[src/lpbst_pkg.sv]
// constants, register map and types of the lpddr2 command controller
package lpbst_pkg;
   // clock and link timing, times in picoseconds
   localparam int CLK_PS = 40000;
   localparam int CK_DIV = 4;
   localparam int TCK_PS = CLK_PS * CK_DIV;
   localparam int T_WR_PS = 15000;
   localparam int T_RTP_PS = 7500;
   localparam int T_WTR_PS = 7500;
   localparam int T_RP_PS = 18000;
   localparam int T_RAS_PS = 42000;
   localparam int T_RC_PS = 60000;
   localparam int T_DQSCK_PS = 5500;
   // least times round up to whole link clock cycles
   localparam int WR_CK = (T_WR_PS + TCK_PS - 1) / TCK_PS;
   localparam int RTP_CK = (T_RTP_PS + TCK_PS - 1) / TCK_PS;
   localparam int WTR_CK = (T_WTR_PS + TCK_PS - 1) / TCK_PS;
   localparam int RP_CK = (T_RP_PS + TCK_PS - 1) / TCK_PS;
   localparam int RAS_CK = (T_RAS_PS + TCK_PS - 1) / TCK_PS;
   localparam int RC_CK = (T_RC_PS + TCK_PS - 1) / TCK_PS;
   localparam int DQSCK_CK = (T_DQSCK_PS + TCK_PS - 1) / TCK_PS;
   localparam int RL = 3;
   localparam int WL = 1;
   localparam int RTP_EX = ((RTP_CK > 2) ? RTP_CK : 2) - 2;
   localparam int BST_RD_PRE = (RTP_EX > 1) ? RTP_EX : 1;
   localparam int BST_WR_PRE = WL + WR_CK + 1;
   localparam int RD2WR_EX = RL + DQSCK_CK + 1 - WL;
   localparam int WR2RD_EX = WL + 1 + WTR_CK;
   localparam int RD_CAP = RL + DQSCK_CK + 1;
   // per-bank counter width
   localparam int CW = 8;
   // software register offsets and reset values
   localparam logic [7:0] ADDR_CMD = 8'h00;
   localparam logic [7:0] ADDR_CFG = 8'h04;
   localparam logic [7:0] ADDR_WDATA = 8'h08;
   localparam logic [7:0] ADDR_STATUS = 8'h0C;
   localparam logic [1:0] CFG_RST = 2'h1;
   localparam logic [1:0] BL_CODE4 = 2'h0;
   localparam logic [1:0] BL_CODE8 = 2'h1;
   // command register fields
   localparam int CMD_OP_LSB = 0;
   localparam int CMD_BANK_LSB = 3;
   localparam int CMD_AP_BIT = 5;
   localparam int CMD_ADDR_LSB = 6;
   localparam logic [2:0] OP_ACT = 3'h0;
   localparam logic [2:0] OP_RD = 3'h1;
   localparam logic [2:0] OP_WR = 3'h2;
   localparam logic [2:0] OP_BST = 3'h3;
   localparam logic [2:0] OP_PRE = 3'h4;
   localparam logic [2:0] OP_PREA = 3'h5;
   // status fields
   localparam int ST_BUSY_BIT = 0;
   localparam int ST_REF_BIT = 1;
   localparam int ST_OPEN_LSB = 2;
   localparam int ST_RDATA_LSB = 16;
   typedef enum logic [2:0] {
      ST_IDLE = 3'b001,
      ST_RISE = 3'b010,
      ST_FALL = 3'b100
   } lpbst_st_t;
endpackage

[src/lpbst_ctrl.sv]
// lpddr2 command controller: terminate, mask, precharge and auto-precharge
//
// The address map and the strobed register port were left to the implementer.
`timescale 1ns/1ps
module lpbst_ctrl (
   input wire logic clk,
   input wire logic resetn,
   input wire logic [7:0] reg_addr,
   input wire logic [31:0] reg_wdata,
   input wire logic reg_wr,
   input wire logic reg_rd,
   output logic [31:0] reg_rdata,
   output logic ck_t,
   output logic ck_c,
   output logic cke,
   output logic cs_n,
   output logic [9:0] ca,
   output logic [15:0] dq_out,
   input wire logic [15:0] dq_in,
   output logic dq_oe_n,
   output logic dqs_out,
   output logic dqs_oe_n,
   output logic [1:0] dm
);
   localparam int NB = 4;
   localparam int CW = lpbst_pkg::CW;

   logic [1:0] phase_r;
   lpbst_pkg::lpbst_st_t st_r;
   logic [1:0] cfg_bl_r;
   logic [15:0] wdata_r;
   logic [1:0] wmask_r;
   logic pend_r;
   logic [15:0] pcmd_r;
   logic refused_r;
   logic [31:0] rdata_r;
   logic [9:0] ca_r;
   logic [9:0] ca_fall_r;
   logic cs_n_r;
   logic ck_r;
   logic cke_r;
   logic [15:0] dq_s1_r;
   logic [15:0] dq_s2_r;
   logic [15:0] rd_word_r;
   logic seen_r;
   logic last_wr_r;
   logic last_ap_r;
   logic bst_done_r;
   logic [1:0] last_bank_r;
   logic [CW-1:0] since_r;
   logic [CW-1:0] eff_half_r;
   logic [CW-1:0] wr_cnt_r;
   logic [CW-1:0] wr_len_r;
   logic [CW-1:0] rd_cnt_r;
   logic dq_oe_n_r;
   logic dqs_r;
   logic [15:0] dq_out_r;
   logic [1:0] dm_r;
   logic [NB-1:0] b_open;
   logic [NB-1:0] b_pre_ok;
   logic [NB-1:0] b_act_ok;
   logic [NB-1:0] b_ap;

   // register port decode
   wire wr_cmd = reg_wr && (reg_addr == lpbst_pkg::ADDR_CMD);
   wire wr_cfg = reg_wr && (reg_addr == lpbst_pkg::ADDR_CFG);
   wire wr_wdat = reg_wr && (reg_addr == lpbst_pkg::ADDR_WDATA);
   wire rd_stat = reg_rd && (reg_addr == lpbst_pkg::ADDR_STATUS);
   wire busy = pend_r || (st_r != lpbst_pkg::ST_IDLE);
   wire [31:0] stat_word = {rd_word_r, 10'h000, b_open, refused_r, busy};
   wire [31:0] rd_sel =
      (reg_addr == lpbst_pkg::ADDR_CFG) ? {30'h00000000, cfg_bl_r} :
      (reg_addr == lpbst_pkg::ADDR_WDATA) ? {14'h0000, wmask_r, wdata_r} :
      (reg_addr == lpbst_pkg::ADDR_STATUS) ? stat_word : 32'h00000000;

   // link clock: ck high in phases 1 and 2, so ca changes a full clk from each edge
   wire tick = (phase_r == 2'h1);
   wire issue_slot = (st_r == lpbst_pkg::ST_IDLE) && pend_r && (phase_r == 2'h3);

   // pending command fields
   wire [2:0] op = pcmd_r[lpbst_pkg::CMD_OP_LSB +: 3];
   wire [1:0] bank = pcmd_r[lpbst_pkg::CMD_BANK_LSB +: 2];
   wire ap = pcmd_r[lpbst_pkg::CMD_AP_BIT];
   wire [9:0] adr = pcmd_r[lpbst_pkg::CMD_ADDR_LSB +: 10];
   wire is_act = (op == lpbst_pkg::OP_ACT);
   wire is_rd = (op == lpbst_pkg::OP_RD);
   wire is_wr = (op == lpbst_pkg::OP_WR);
   wire is_bst = (op == lpbst_pkg::OP_BST);
   wire is_pre = (op == lpbst_pkg::OP_PRE);
   wire is_prea = (op == lpbst_pkg::OP_PREA);

   // programmed burst length as link cycles
   wire [CW-1:0] bl_half =
      (cfg_bl_r == lpbst_pkg::BL_CODE4) ? CW'(2) :
      (cfg_bl_r == lpbst_pkg::BL_CODE8) ? CW'(4) : CW'(8);

   // legality of each command
   wire [CW-1:0] turn_ex = (is_wr && seen_r && !last_wr_r) ? CW'(lpbst_pkg::RD2WR_EX) :
      (is_rd && seen_r && last_wr_r) ? CW'(lpbst_pkg::WR2RD_EX) : CW'(0);
   wire rw_gap_ok = !seen_r || (since_r >= eff_half_r + turn_ex);
   wire rw_ok = (is_rd || is_wr) && b_open[bank] && !b_ap[bank] && rw_gap_ok;
   wire bst_ok = is_bst && seen_r && !bst_done_r && !last_ap_r
      && (since_r <= bl_half - 1'b1)
      && (since_r != '0) && !since_r[0];
   wire act_ok = is_act && b_act_ok[bank];
   wire pre_ok = is_pre && b_pre_ok[bank];
   wire prea_ok = is_prea && (&b_pre_ok);
   wire legal = rw_ok || bst_ok || act_ok || pre_ok || prea_ok;
   wire fire = issue_slot && legal;

   // command words, rising half then falling half
   wire [9:0] ca_rise =
      is_act ? {1'b0, bank, adr[4:0], 2'b10} :
      (is_rd || is_wr) ? {1'b0, bank, adr[1:0], 2'b00, is_rd, 2'b01} :
      is_bst ? 10'h003 :
      is_pre ? {1'b0, bank, 2'b00, 1'b0, 4'hB} :
      {5'h00, 1'b1, 4'hB};
   wire [9:0] ca_fall = (is_rd || is_wr) ? {adr[9:1], ap} :
      is_act ? adr : 10'h000;

   // per-bank recovery loads
   wire [CW-1:0] rd_pre_v = bl_half + CW'(lpbst_pkg::RTP_EX);
   wire [CW-1:0] wr_pre_v = bl_half + CW'(lpbst_pkg::WL + lpbst_pkg::WR_CK + 1);
   wire [CW-1:0] bst_pre_v = last_wr_r ? CW'(lpbst_pkg::BST_WR_PRE) :
      CW'(lpbst_pkg::BST_RD_PRE);
   wire wr_win = (wr_cnt_r != '0) && (wr_cnt_r <= wr_len_r);
   // keep driving until the last strobe pulse has fallen, or the final beat is lost
   wire wr_drive = wr_win || dqs_r;

   genvar gb;
   generate
      for (gb = 0; gb < NB; gb++) begin : g_bank
         wire hit = (bank == 2'(gb));
         lpbst_bank #(.CW(CW)) u_bank (
            .clk(clk),
            .resetn(resetn),
            .tick(tick),
            .do_act(fire && is_act && hit),
            .do_rd(fire && is_rd && hit),
            .do_wr(fire && is_wr && hit),
            .do_pre(fire && (is_prea || (is_pre && hit))),
            .do_bst(fire && is_bst && (last_bank_r == 2'(gb))),
            .ap(ap),
            .rd_pre(rd_pre_v),
            .wr_pre(wr_pre_v),
            .bst_pre(bst_pre_v),
            .is_open(b_open[gb]),
            .pre_ok(b_pre_ok[gb]),
            .act_ok(b_act_ok[gb]),
            .ap_busy(b_ap[gb])
         );
      end
   endgenerate

   // software registers; a refusal in the same cycle as a status read stays set
   always_ff @(posedge clk) begin
      if (!resetn) begin
         cfg_bl_r <= lpbst_pkg::CFG_RST;
         wdata_r <= 16'h0000;
         wmask_r <= 2'h0;
         refused_r <= 1'b0;
         rdata_r <= 32'h00000000;
      end else begin
         if (wr_cfg && reg_wdata[1:0] != 2'h3) begin
            cfg_bl_r <= reg_wdata[1:0];
         end
         if (wr_wdat) begin
            wdata_r <= reg_wdata[15:0];
            wmask_r <= reg_wdata[17:16];
         end
         if ((issue_slot && !legal) || (wr_cmd && busy)) begin
            refused_r <= 1'b1;
         end else if (rd_stat) begin
            refused_r <= 1'b0;
         end
         rdata_r <= reg_rd ? rd_sel : 32'h00000000;
      end
   end

   // one command is held until its slot; a write while busy is dropped
   always_ff @(posedge clk) begin
      if (!resetn) begin
         pend_r <= 1'b0;
         pcmd_r <= 16'h0000;
      end else if (wr_cmd && !busy) begin
         pend_r <= 1'b1;
         pcmd_r <= reg_wdata[15:0];
      end else if (issue_slot) begin
         pend_r <= 1'b0;
      end
   end

   // link clock divider and command sequencer
   always_ff @(posedge clk) begin
      if (!resetn) begin
         phase_r <= 2'h0;
         ck_r <= 1'b0;
         cke_r <= 1'b0;
         st_r <= lpbst_pkg::ST_IDLE;
         cs_n_r <= 1'b1;
         ca_r <= 10'h000;
         ca_fall_r <= 10'h000;
      end else begin
         phase_r <= phase_r + 2'h1;
         ck_r <= (phase_r == 2'h0) || (phase_r == 2'h1);
         cke_r <= 1'b1;
         case (st_r)
            lpbst_pkg::ST_IDLE: begin
               if (fire) begin
                  cs_n_r <= 1'b0;
                  ca_r <= ca_rise;
                  ca_fall_r <= ca_fall;
                  st_r <= lpbst_pkg::ST_RISE;
               end
            end
            lpbst_pkg::ST_RISE: begin
               if (phase_r == 2'h1) begin
                  ca_r <= ca_fall_r;
                  st_r <= lpbst_pkg::ST_FALL;
               end
            end
            lpbst_pkg::ST_FALL: begin
               if (phase_r == 2'h3) begin
                  cs_n_r <= 1'b1;
                  ca_r <= 10'h000;
                  st_r <= lpbst_pkg::ST_IDLE;
               end
            end
            default: st_r <= lpbst_pkg::ST_IDLE;
         endcase
      end
   end

   // newest burst record: terminate acts only on this one
   always_ff @(posedge clk) begin
      if (!resetn) begin
         seen_r <= 1'b0;
         last_wr_r <= 1'b0;
         last_ap_r <= 1'b0;
         bst_done_r <= 1'b0;
         last_bank_r <= 2'h0;
         since_r <= '0;
         eff_half_r <= '0;
      end else if (fire && (is_rd || is_wr)) begin
         seen_r <= 1'b1;
         last_wr_r <= is_wr;
         last_ap_r <= ap;
         bst_done_r <= 1'b0;
         last_bank_r <= bank;
         since_r <= '0;
         eff_half_r <= bl_half;
      end else if (fire && is_bst) begin
         bst_done_r <= 1'b1;
         eff_half_r <= since_r;
      end else if (tick && since_r != {CW{1'b1}}) begin
         since_r <= since_r + 1'b1;
      end
   end

   // write data window: starts WL after the write, ends WL after a terminate
   always_ff @(posedge clk) begin
      if (!resetn) begin
         wr_cnt_r <= '0;
         wr_len_r <= '0;
      end else if (fire && is_wr) begin
         wr_cnt_r <= bl_half + CW'(lpbst_pkg::WL);
         wr_len_r <= bl_half;
      end else if (fire && is_bst && last_wr_r && wr_cnt_r > CW'(lpbst_pkg::WL)) begin
         wr_cnt_r <= CW'(lpbst_pkg::WL);
      end else if (tick && wr_cnt_r != '0) begin
         wr_cnt_r <= wr_cnt_r - 1'b1;
      end
   end

   // read capture: last beat is sampled; terminated reads capture earlier
   always_ff @(posedge clk) begin
      if (!resetn) begin
         rd_cnt_r <= '0;
         rd_word_r <= 16'h0000;
      end else if (fire && is_rd) begin
         rd_cnt_r <= bl_half + CW'(lpbst_pkg::RD_CAP);
      end else if (fire && is_bst && !last_wr_r) begin
         rd_cnt_r <= CW'(lpbst_pkg::RD_CAP);
      end else if (tick && rd_cnt_r != '0) begin
         rd_cnt_r <= rd_cnt_r - 1'b1;
         if (rd_cnt_r == CW'(1)) begin
            rd_word_r <= dq_s2_r;
         end
      end
   end

   // pin path; dq input passes two flops since it comes from the device
   always_ff @(posedge clk) begin
      if (!resetn) begin
         dq_s1_r <= 16'h0000;
         dq_s2_r <= 16'h0000;
         dq_oe_n_r <= 1'b1;
         dqs_r <= 1'b0;
         dq_out_r <= 16'h0000;
         dm_r <= 2'h0;
      end else begin
         dq_s1_r <= dq_in;
         dq_s2_r <= dq_s1_r;
         dq_oe_n_r <= !wr_drive;
         // strobe lags ck by a quarter period; a pulse once begun runs its half cycle
         dqs_r <= (phase_r == 2'h1) ? wr_win : ((phase_r == 2'h2) && dqs_r);
         dq_out_r <= wdata_r;
         dm_r <= wr_drive ? wmask_r : 2'h0;
      end
   end

   assign reg_rdata = rdata_r;
   assign ck_t = ck_r;
   assign ck_c = !ck_r;
   assign cke = cke_r;
   assign cs_n = cs_n_r;
   assign ca = ca_r;
   assign dq_out = dq_out_r;
   assign dq_oe_n = dq_oe_n_r;
   assign dqs_out = dqs_r;
   assign dqs_oe_n = dq_oe_n_r;
   assign dm = dm_r;
endmodule

[src/lpbst_bank.sv]
// per-bank open state and precharge / activate interval counters
`timescale 1ns/1ps
module lpbst_bank #(
   parameter int CW = 8
) (
   input wire logic clk,
   input wire logic resetn,
   input wire logic tick,
   input wire logic do_act,
   input wire logic do_rd,
   input wire logic do_wr,
   input wire logic do_pre,
   input wire logic do_bst,
   input wire logic ap,
   input wire logic [CW-1:0] rd_pre,
   input wire logic [CW-1:0] wr_pre,
   input wire logic [CW-1:0] bst_pre,
   output logic is_open,
   output logic pre_ok,
   output logic act_ok,
   output logic ap_busy
);
   localparam logic [CW-1:0] RAS_V = CW'(lpbst_pkg::RAS_CK);
   localparam logic [CW-1:0] RC_V = CW'(lpbst_pkg::RC_CK);
   localparam logic [CW-1:0] RP_V = CW'(lpbst_pkg::RP_CK);
   logic open_r;
   logic ap_r;
   logic [CW-1:0] pre_cnt_r;
   logic [CW-1:0] act_cnt_r;
   wire ap_close = ap_r && (pre_cnt_r == '0);
   wire [CW-1:0] rw_load = do_rd ? rd_pre : wr_pre;
   wire [CW-1:0] rw_max = (rw_load > pre_cnt_r) ? rw_load : pre_cnt_r;
   wire [CW-1:0] rp_max = (RP_V > act_cnt_r) ? RP_V : act_cnt_r;

   // earliest precharge: tRAS after activate, read/write recovery after access
   always_ff @(posedge clk) begin
      if (!resetn) begin
         pre_cnt_r <= '0;
      end else if (do_act) begin
         pre_cnt_r <= RAS_V;
      end else if (do_rd || do_wr) begin
         pre_cnt_r <= rw_max;
      end else if (do_bst) begin
         pre_cnt_r <= bst_pre;
      end else if (tick && pre_cnt_r != '0) begin
         pre_cnt_r <= pre_cnt_r - 1'b1;
      end
   end

   // earliest activate: tRC after activate, tRP after any precharge
   always_ff @(posedge clk) begin
      if (!resetn) begin
         act_cnt_r <= '0;
      end else if (do_act) begin
         act_cnt_r <= RC_V;
      end else if (do_pre || ap_close) begin
         act_cnt_r <= rp_max;
      end else if (tick && act_cnt_r != '0) begin
         act_cnt_r <= act_cnt_r - 1'b1;
      end
   end

   // the device closes the bank itself when the auto-precharge point is reached
   always_ff @(posedge clk) begin
      if (!resetn) begin
         open_r <= 1'b0;
         ap_r <= 1'b0;
      end else if (do_act) begin
         open_r <= 1'b1;
         ap_r <= 1'b0;
      end else if (do_pre || ap_close) begin
         open_r <= 1'b0;
         ap_r <= 1'b0;
      end else if ((do_rd || do_wr) && ap) begin
         ap_r <= 1'b1;
      end
   end

   assign is_open = open_r;
   assign ap_busy = ap_r;
   assign pre_ok = !ap_r && (!open_r || pre_cnt_r == '0);
   assign act_ok = !open_r && !ap_r && (act_cnt_r == '0);
endmodule

[config.mk]
export PLATFORM = sky130hd
export DESIGN_NAME = lpbst_ctrl
export DESIGN_NICKNAME = d
export VERILOG_FILES = /design/src/lpbst_pkg.sv /design/src/lpbst_ctrl.sv /design/src/lpbst_bank.sv
export SDC_FILE = /design/constraint.sdc
export NUM_CORES = 1
export LEC_CHECK = 0
export BUFFER_PORTS_ARGS = -buffer_cell sky130_fd_sc_hd__buf_2
export CAP_MARGIN = 20
export CORE_MARGIN = 2
export CORE_UTILIZATION = 59
export CTS_CLUSTER_SIZE = 14
export DETAILED_ROUTE_END_ITERATION = 8
export HOLD_SLACK_MARGIN = 0.03
export PLACE_DENSITY_LB_ADDON = 0.12
export SYNTH_ARGS = -nofsm -noshare
export SYNTH_HDL_FRONTEND = slang
export SYNTH_SLANG_ARGS = --single-unit
export TNS_END_PERCENT = 20
[constraint.sdc]
create_clock -name clk -period 8.2 [get_ports clk]
set_input_delay 1.23 -clock clk [delete_from_list [all_inputs] [get_ports clk]]
set_output_delay 1.23 -clock clk [all_outputs]
set_load 0.01 [all_outputs]
## Word-level counts from Yosys, hierarchy flattened

Index checks and enable logic that the tools add are counted.

| word-level totals | value |
|---|---|
| flip-flop bits (word level) | 284 |
| input bits | 60 |
| word-level logic and storage cells | 456 |

| cells by class | value |
|---|---|
| add/subtract/negate cells | 17 |
| magnitude comparators | 13 |
| eq/ne operators | 44 |
| mux-type cells | 95 |
| bitwise gates (word level) | 6 |
| reduce and logical (&&, ||, !) cells | 224 |

Operator list:

| operator | number |
|---|---|
| $mux W8 | 36 |
| $logic_and A1 B1 Y1 | 92 |
| $reduce_bool A8 Y1 | 11 |
| $sub A8 B1 Y8 const B | 10 |
| $logic_not A8 Y1 | 9 |
| $mux W10 | 5 |
| $reduce_and A2 Y1 | 20 |
| $mux W18 | 2 |
| $mux W9 | 4 |
| $reduce_bool A3 Y1 | 11 |
| $gt A1 B8 Y1 const A | 4 |
| $gt A8 B8 Y1 | 4 |
| $pmux W10 S3 | 1 |
| $mux W1 | 28 |
| $ne A3 B1 Y1 const B | 9 |
| $logic_or A1 B1 Y1 | 26 |
| $reduce_bool A2 Y1 | 12 |
| $mux W5 | 4 |
| $logic_not A1 Y1 | 18 |
| $ne A2 B1 Y1 const B | 9 |
| $eq A8 B4 Y1 const B | 2 |
| $le A8 B8 Y1 | 2 |
| $reduce_bool A4 Y1 | 4 |
| $reduce_or A3 Y1 | 5 |
| 32 further kinds | 71 |

## Logic depth before layout (Yosys ltp)

| logic depth | value |
|---|---|
| word-level depth | 21 |
| mapped depth | 33 |
| mapped depth without buffers | 28 |

## Modules after synthesis

From an unflattened synthesis, not the netlist that was laid out.

| second synthesis, totals | value |
|---|---|
| cell total of the unflattened synthesis | 1,604 |
| area, all modules | 13,948.4 µm² |

By module, submodules not included:

| module | instances | cells an instance | area an instance (µm²) | sequential area each (µm²) |
|---|---|---|---|---|
| lpbst_ctrl | 1 | 924 | 8,478.1 | 4,144.0 |
| lpbst_bank | 4 | 170 | 1,367.6 | 360.3 |

## Worst setup path before layout

No wires, ideal clock.

| path | value |
|---|---|
| path kind | register to register |
| from | register pcmd_r[1] |
| to | register g_bank[1].u_bank.pre_cnt_r[2] |
| arrival | 5,775 ps |
| data required time | 8,126 ps |
| slack | 2,351 ps |
| cell stages (with the launch flop) | 34 |
| path buffers | 5 |
| period minus slack after synthesis | 5,849 ps |
| cell sequence | dfxtp_1 buf_2 buf_1 nor2_1 nand2_1 nor3_1 ha_1 inv_1 fa_1 nor2b_1 o21ai_0 nor2_1 xnor2_1 ha_1 and3_1 a211o_1 a311oi_2 nor2_1 buf_2 o211ai_1 buf_2 nor2_1 xnor2_1 ha_1 nor2b_1 o21a_1 o21ai_0 a21oi_1 o41ai_1 a31oi_1 buf_2 o21ai_0 nand2_1 a31oi_1 |

| on the way | value |
|---|---|
| word-level cells in the longest chain between the ends | 20 |
| elaborated cells on any way between the ends | 51 |

Ends and longest elaborated chain:

| what | line | source |
|---|---|---|
| from (decl) | lpbst_ctrl.sv:34 | `logic [15:0] pcmd_r;` |
| from (signal assigned) | lpbst_ctrl.sv:187 | `pcmd_r <= reg_wdata[15:0];` |
| $eq A3 B1 Y1 | lpbst_ctrl.sv:86 | `wire is_rd = (op == lpbst_pkg::OP_RD);` |
| $logic_and A1 B1 Y1 (2 in series) | lpbst_ctrl.sv:99 | `(is_rd && seen_r && last_wr_r) ? CW'(lpbst_pkg::WR2RD_EX) : CW'(0);` |
| $mux W2 | lpbst_ctrl.sv:99 |  |
| $mux W3 | lpbst_ctrl.sv:98 | `wire [CW-1:0] turn_ex = (is_wr && seen_r && !last_wr_r) ? CW'(lpbst_pkg::RD2WR_EX) :` |
| $add A8 B3 Y8 | lpbst_ctrl.sv:100 | `wire rw_gap_ok = !seen_r \|\| (since_r >= eff_half_r + turn_ex);` |
| $ge A8 B8 Y1 | lpbst_ctrl.sv:100 |  |
| $logic_or A1 B1 Y1 | lpbst_ctrl.sv:100 |  |
| $logic_and A1 B1 Y1 | lpbst_ctrl.sv:101 | `wire rw_ok = (is_rd \|\| is_wr) && b_open[bank] && !b_ap[bank] && rw_gap_ok;` |
| $logic_or A1 B1 Y1 (4 in series) | lpbst_ctrl.sv:108 | `wire legal = rw_ok \|\| bst_ok \|\| act_ok \|\| pre_ok \|\| prea_ok;` |
| $logic_and A1 B1 Y1 | lpbst_ctrl.sv:109 | `wire fire = issue_slot && legal;` |
| $logic_and A1 B1 Y1 (2 in series) | lpbst_ctrl.sv:139 | `.do_rd(fire && is_rd && hit),` |
| $mux W5 | lpbst_bank.sv:31 | `wire [CW-1:0] rw_load = do_rd ? rd_pre : wr_pre;` |
| $gt A8 B8 Y1 | lpbst_bank.sv:32 | `wire [CW-1:0] rw_max = (rw_load > pre_cnt_r) ? rw_load : pre_cnt_r;` |
| $ne A2 B1 Y1 (no source line) | n/a |  |
| $reduce_and A2 Y1 (no source line) | n/a |  |
| to (signal assigned) | lpbst_bank.sv:42 | `pre_cnt_r <= rw_max;` |
| to (signal assigned) | lpbst_bank.sv:44 | `pre_cnt_r <= bst_pre;` |
| to (signal assigned) | lpbst_bank.sv:46 | `pre_cnt_r <= pre_cnt_r - 1'b1;` |
| to (decl) | lpbst_bank.sv:28 | `logic [CW-1:0] pre_cnt_r;` |

Parallel ways exist; a longest one is shown, timed or not. The select of a mux whose other input is x is not followed.
A chain may end at the register's enable or synchronous reset.

## Worst setup path after layout

| path | value |
|---|---|
| from | register pcmd_r[2] |
| to | register g_bank[1].u_bank.pre_cnt_r[7] |

The elaborated chain is that of the path after synthesis.

==> flow_summary.json <==
{
  "ctsResizeCount": 0,
  "crit_slowest_cell": "o211ai_1",
  "drv_cap": 0,
  "cts_root_buf": "clkbuf_16",
  "synth.ff_latch_count": 279,
  "dpl.hpwl_um": 22400,
  "layout_common_cells": "dfxtp_1, nand2_1, nor2_1, a21oi_1, buf_2",
  "num_rows": 54,
  "syn_nets": 1633,
  "port_buffers": 112,
  "rsz0062_at_grt": "no",
  "ant_nets": 0,
  "pin_count": 127,
  "slew_headroom": 0.260,
  "dp_cells": 1852,
  "clk_path_buf_depth": 3,
  "crit_fanout": 21,
  "coreArea_um2": 21800,
  "diodes": 0,
  "cp_num_buf_inv": 2,
  "tritoncts": "built",
  "cp_data_required_time_ns": 8.69,
  "clkLatencyLatePin_ns": 0.57,
  "vias_per_cell": 5.98,
  "p_switching_w": 0.00155,
  "finClkSkew_ns": 0.0162,
  "cts_buffers": 29,
  "vias": 11395,
  "syn_avg_cell_area_um2": 8.62,
  "final_common_cell": "dfxtp_1",
  "ys_seq_area_frac": 0.426,
  "crit_family": "compound AO/OA/AOI/OAI gates",
  "drc": 0,
  "die_x_um": 153,
  "gp_congestion": 0.993,
  "final_nets": 1716,
  "crit_path_frequent_cell": "nor2_1",
  "cpPeakStageDelay_ns": 0.57,
  "drt_iter0_drc": 900,
  "synthesis.area_um2": 13100,
  "fin_cells": 1906,
  "fin_crit_ns": 6.81,
  "cts_hold_buf": 0,
  "fmax_mhz": 147,
  "peakVddDrop_v": 0.000241,
  "power_density_nw_per_um2": 296,
  "antenna_found_initial": 0,
  "path_clk_slew_ns": 0.06,
  "synth_warnings": 0,
  "finalSetupTns_ns": 0,
  "final_layout_size_suffix_gt1_frac": 0.133,
  "hold_class": "flop to flop",
  "finalHoldViolCount": 0,
  "clkSinkCount": 279,
  "route.detailed.wl_per_inst_um": 17.3,
  "crit_type": "flop to flop",
  "tightestPinTransition_ns": 1.11,
  "synth-edff-count": 0,
  "status": "completed",
  "power.internal_w": 0.00283,
  "final_util": 0.678,
  "overflow": 0,
  "leakage_nw": 5.98,
  "htreeDepth": 1,
  "slew_violations": 0,
  "power_frac_clock": 0.319,
  "setup_viol_count_final": 0,
  "final.setup.worst_slack_ns": 1.39,
  "combPwrFrac": 0.310,
  "cts_setup_buffers": 0,
  "seqPwrFrac": 0.370,
  "initial_core_util": 0.600,
  "globalRouteTotalUtil": 0.276,
  "synth_ff_type": "dfxtp_1",
  "endpoint_kind": "flop",
  "wirelength_um": 33000,
  "fin_crit_sh": 0.830,
  "first_pass_iters": 5,
  "syn_to_final_growth_pct": 12.9,
  "fp.dieH_um": 153,
  "grt_pass1_vias": 11126,
  "grt_pass1_wl_um": 54500,
  "cp-start-kind": "flop",
  "dp_slack_ns": 1.58,
  "ys_async_sr_fraction": 0,
  "switching_share": 0.353,
  "die_area_um2": 23400,
  "netlist_instances": 1520,
  "crit_arrival_ns": 7.30,
  "netlist-cell-type-count": 97,
  "grt_max_degree": 81
}
## path summary, 6_finish.rpt
kind	depth (start not counted)	start	end	slack, ns
worst max-delay path	29	pcmd_r[2]	g_bank[1].u_bank.pre_cnt_r[7]	1.39
worst max register to register	29	pcmd_r[2]	g_bank[1].u_bank.pre_cnt_r[7]	1.39
worst min-delay path	1	dq_s1_r[1]	dq_s2_r[1]	0.43
worst min register to register	1	dq_s1_r[1]	dq_s2_r[1]	0.43
## cells by family (layout without fill, tap and decap cells)
family                     count (synthesis)  count (layout)  synth area share
AOI/OAI and AO/OA                        344             344             0.175
adders and majority gates                 53              53            0.0512
muxes                                     45              45            0.0346
other                                      1               1          0.000286
DFF                                      279             279             0.426
and+or+nand+nor                          635             635             0.250
xor gates and xnor gates                  30              30            0.0201
buffers and inverters                    133             239            0.0431
## cells in the mapped netlist, types with 15 or more instances
| master | number | area share |
|---|---|---|
| nor2_1 | 145 | 0.042 |
| and2_1 | 89 | 0.043 |
| xnor2_1 | 23 | 0.015 |
| dfxtp_1 | 279 | 0.43 |
| nand2b_1 | 23 | 0.011 |
| clkbuf_1 | 39 | 0.011 |
| a31oi_1 | 26 | 0.012 |
| nor3_1 | 50 | 0.019 |
| mux2i_1 | 43 | 0.033 |
| or3_1 | 18 | 0.0086 |
| nand3_1 | 52 | 0.020 |
| ha_1 | 52 | 0.050 |
| nand4_1 | 15 | 0.0072 |
| inv_1 | 60 | 0.017 |
| nor2b_1 | 17 | 0.0081 |
| buf_2 | 20 | 0.0076 |
| o21ai_0 | 49 | 0.019 |
| a311oi_1 | 15 | 0.010 |
| a21oi_1 | 120 | 0.046 |
| nand2_1 | 148 | 0.042 |
## power by group through the flow
stage | combinational, W | sequential (W) | clock [W]
after global routing | 0.00150 | 0.00164 | 0.00147
after floorplan | 0.00106 | 0.00162 | 0
after CTS | 0.00133 | 0.00162 | 0.00142
after detailed placement | 0.00132 | 0.00164 | 0
after global placement | 0.00128 | 0.00164 | 0
final | 0.00136 | 0.00162 | 0.00140
## sequential cells by signal, indices dropped and copies added, names as in the netlist, 2 cells and up
name                     cells
g_bank.u_bank.act_cnt_r     32
g_bank.u_bank.pre_cnt_r     32
reg_rdata                   32
dq_out                      16
dq_s1_r                     16
dq_s2_r                     16
pcmd_r                      16
rd_word_r                   16
wdata_r                     16
ca                          10
ca_fall_r                   10
eff_half_r                   8
rd_cnt_r                     8
since_r                      8
wr_cnt_r                     8
g_bank.u_bank.ap_busy        4
g_bank.u_bank.is_open        4
st_r                         3
wr_len_r                     3
cfg_bl_r                     2
dm                           2
last_bank_r                  2
phase_r                      2
wmask_r                      2
## area by class of cell
class | count | area, um2
inverter | 63 | 238
sequential | 279 | 5590
clock buffer | 40 | 827
tap | 280 | 350
fill | 1771 | 7030
multi-input combinational | 1108 | 6950
clock inverter | 14 | 203
timing repair buffer | 122 | 636
## stage by stage
stage	cell area, um2	total power, W	hold WS [ns]
floorplan	13100	0.00268	0.412
global placement	13800	0.00292	0.413
detailed placement	13800	0.00296	0.417
CTS	14800	0.00437	0.429
global route	14800	0.00461	0.439
finish	14800	0.00438	0.429
## layer usage
metal	GRT usage	part of all wire	up-vias
li1	-	-	5550
met3	0.0635	0.084	83
met2	0.462	0.46	443
met4	0.0891	0.032	0
met1	0.355	0.42	5319
met5	0	0	-
Power figures use the tool's default switching activity.
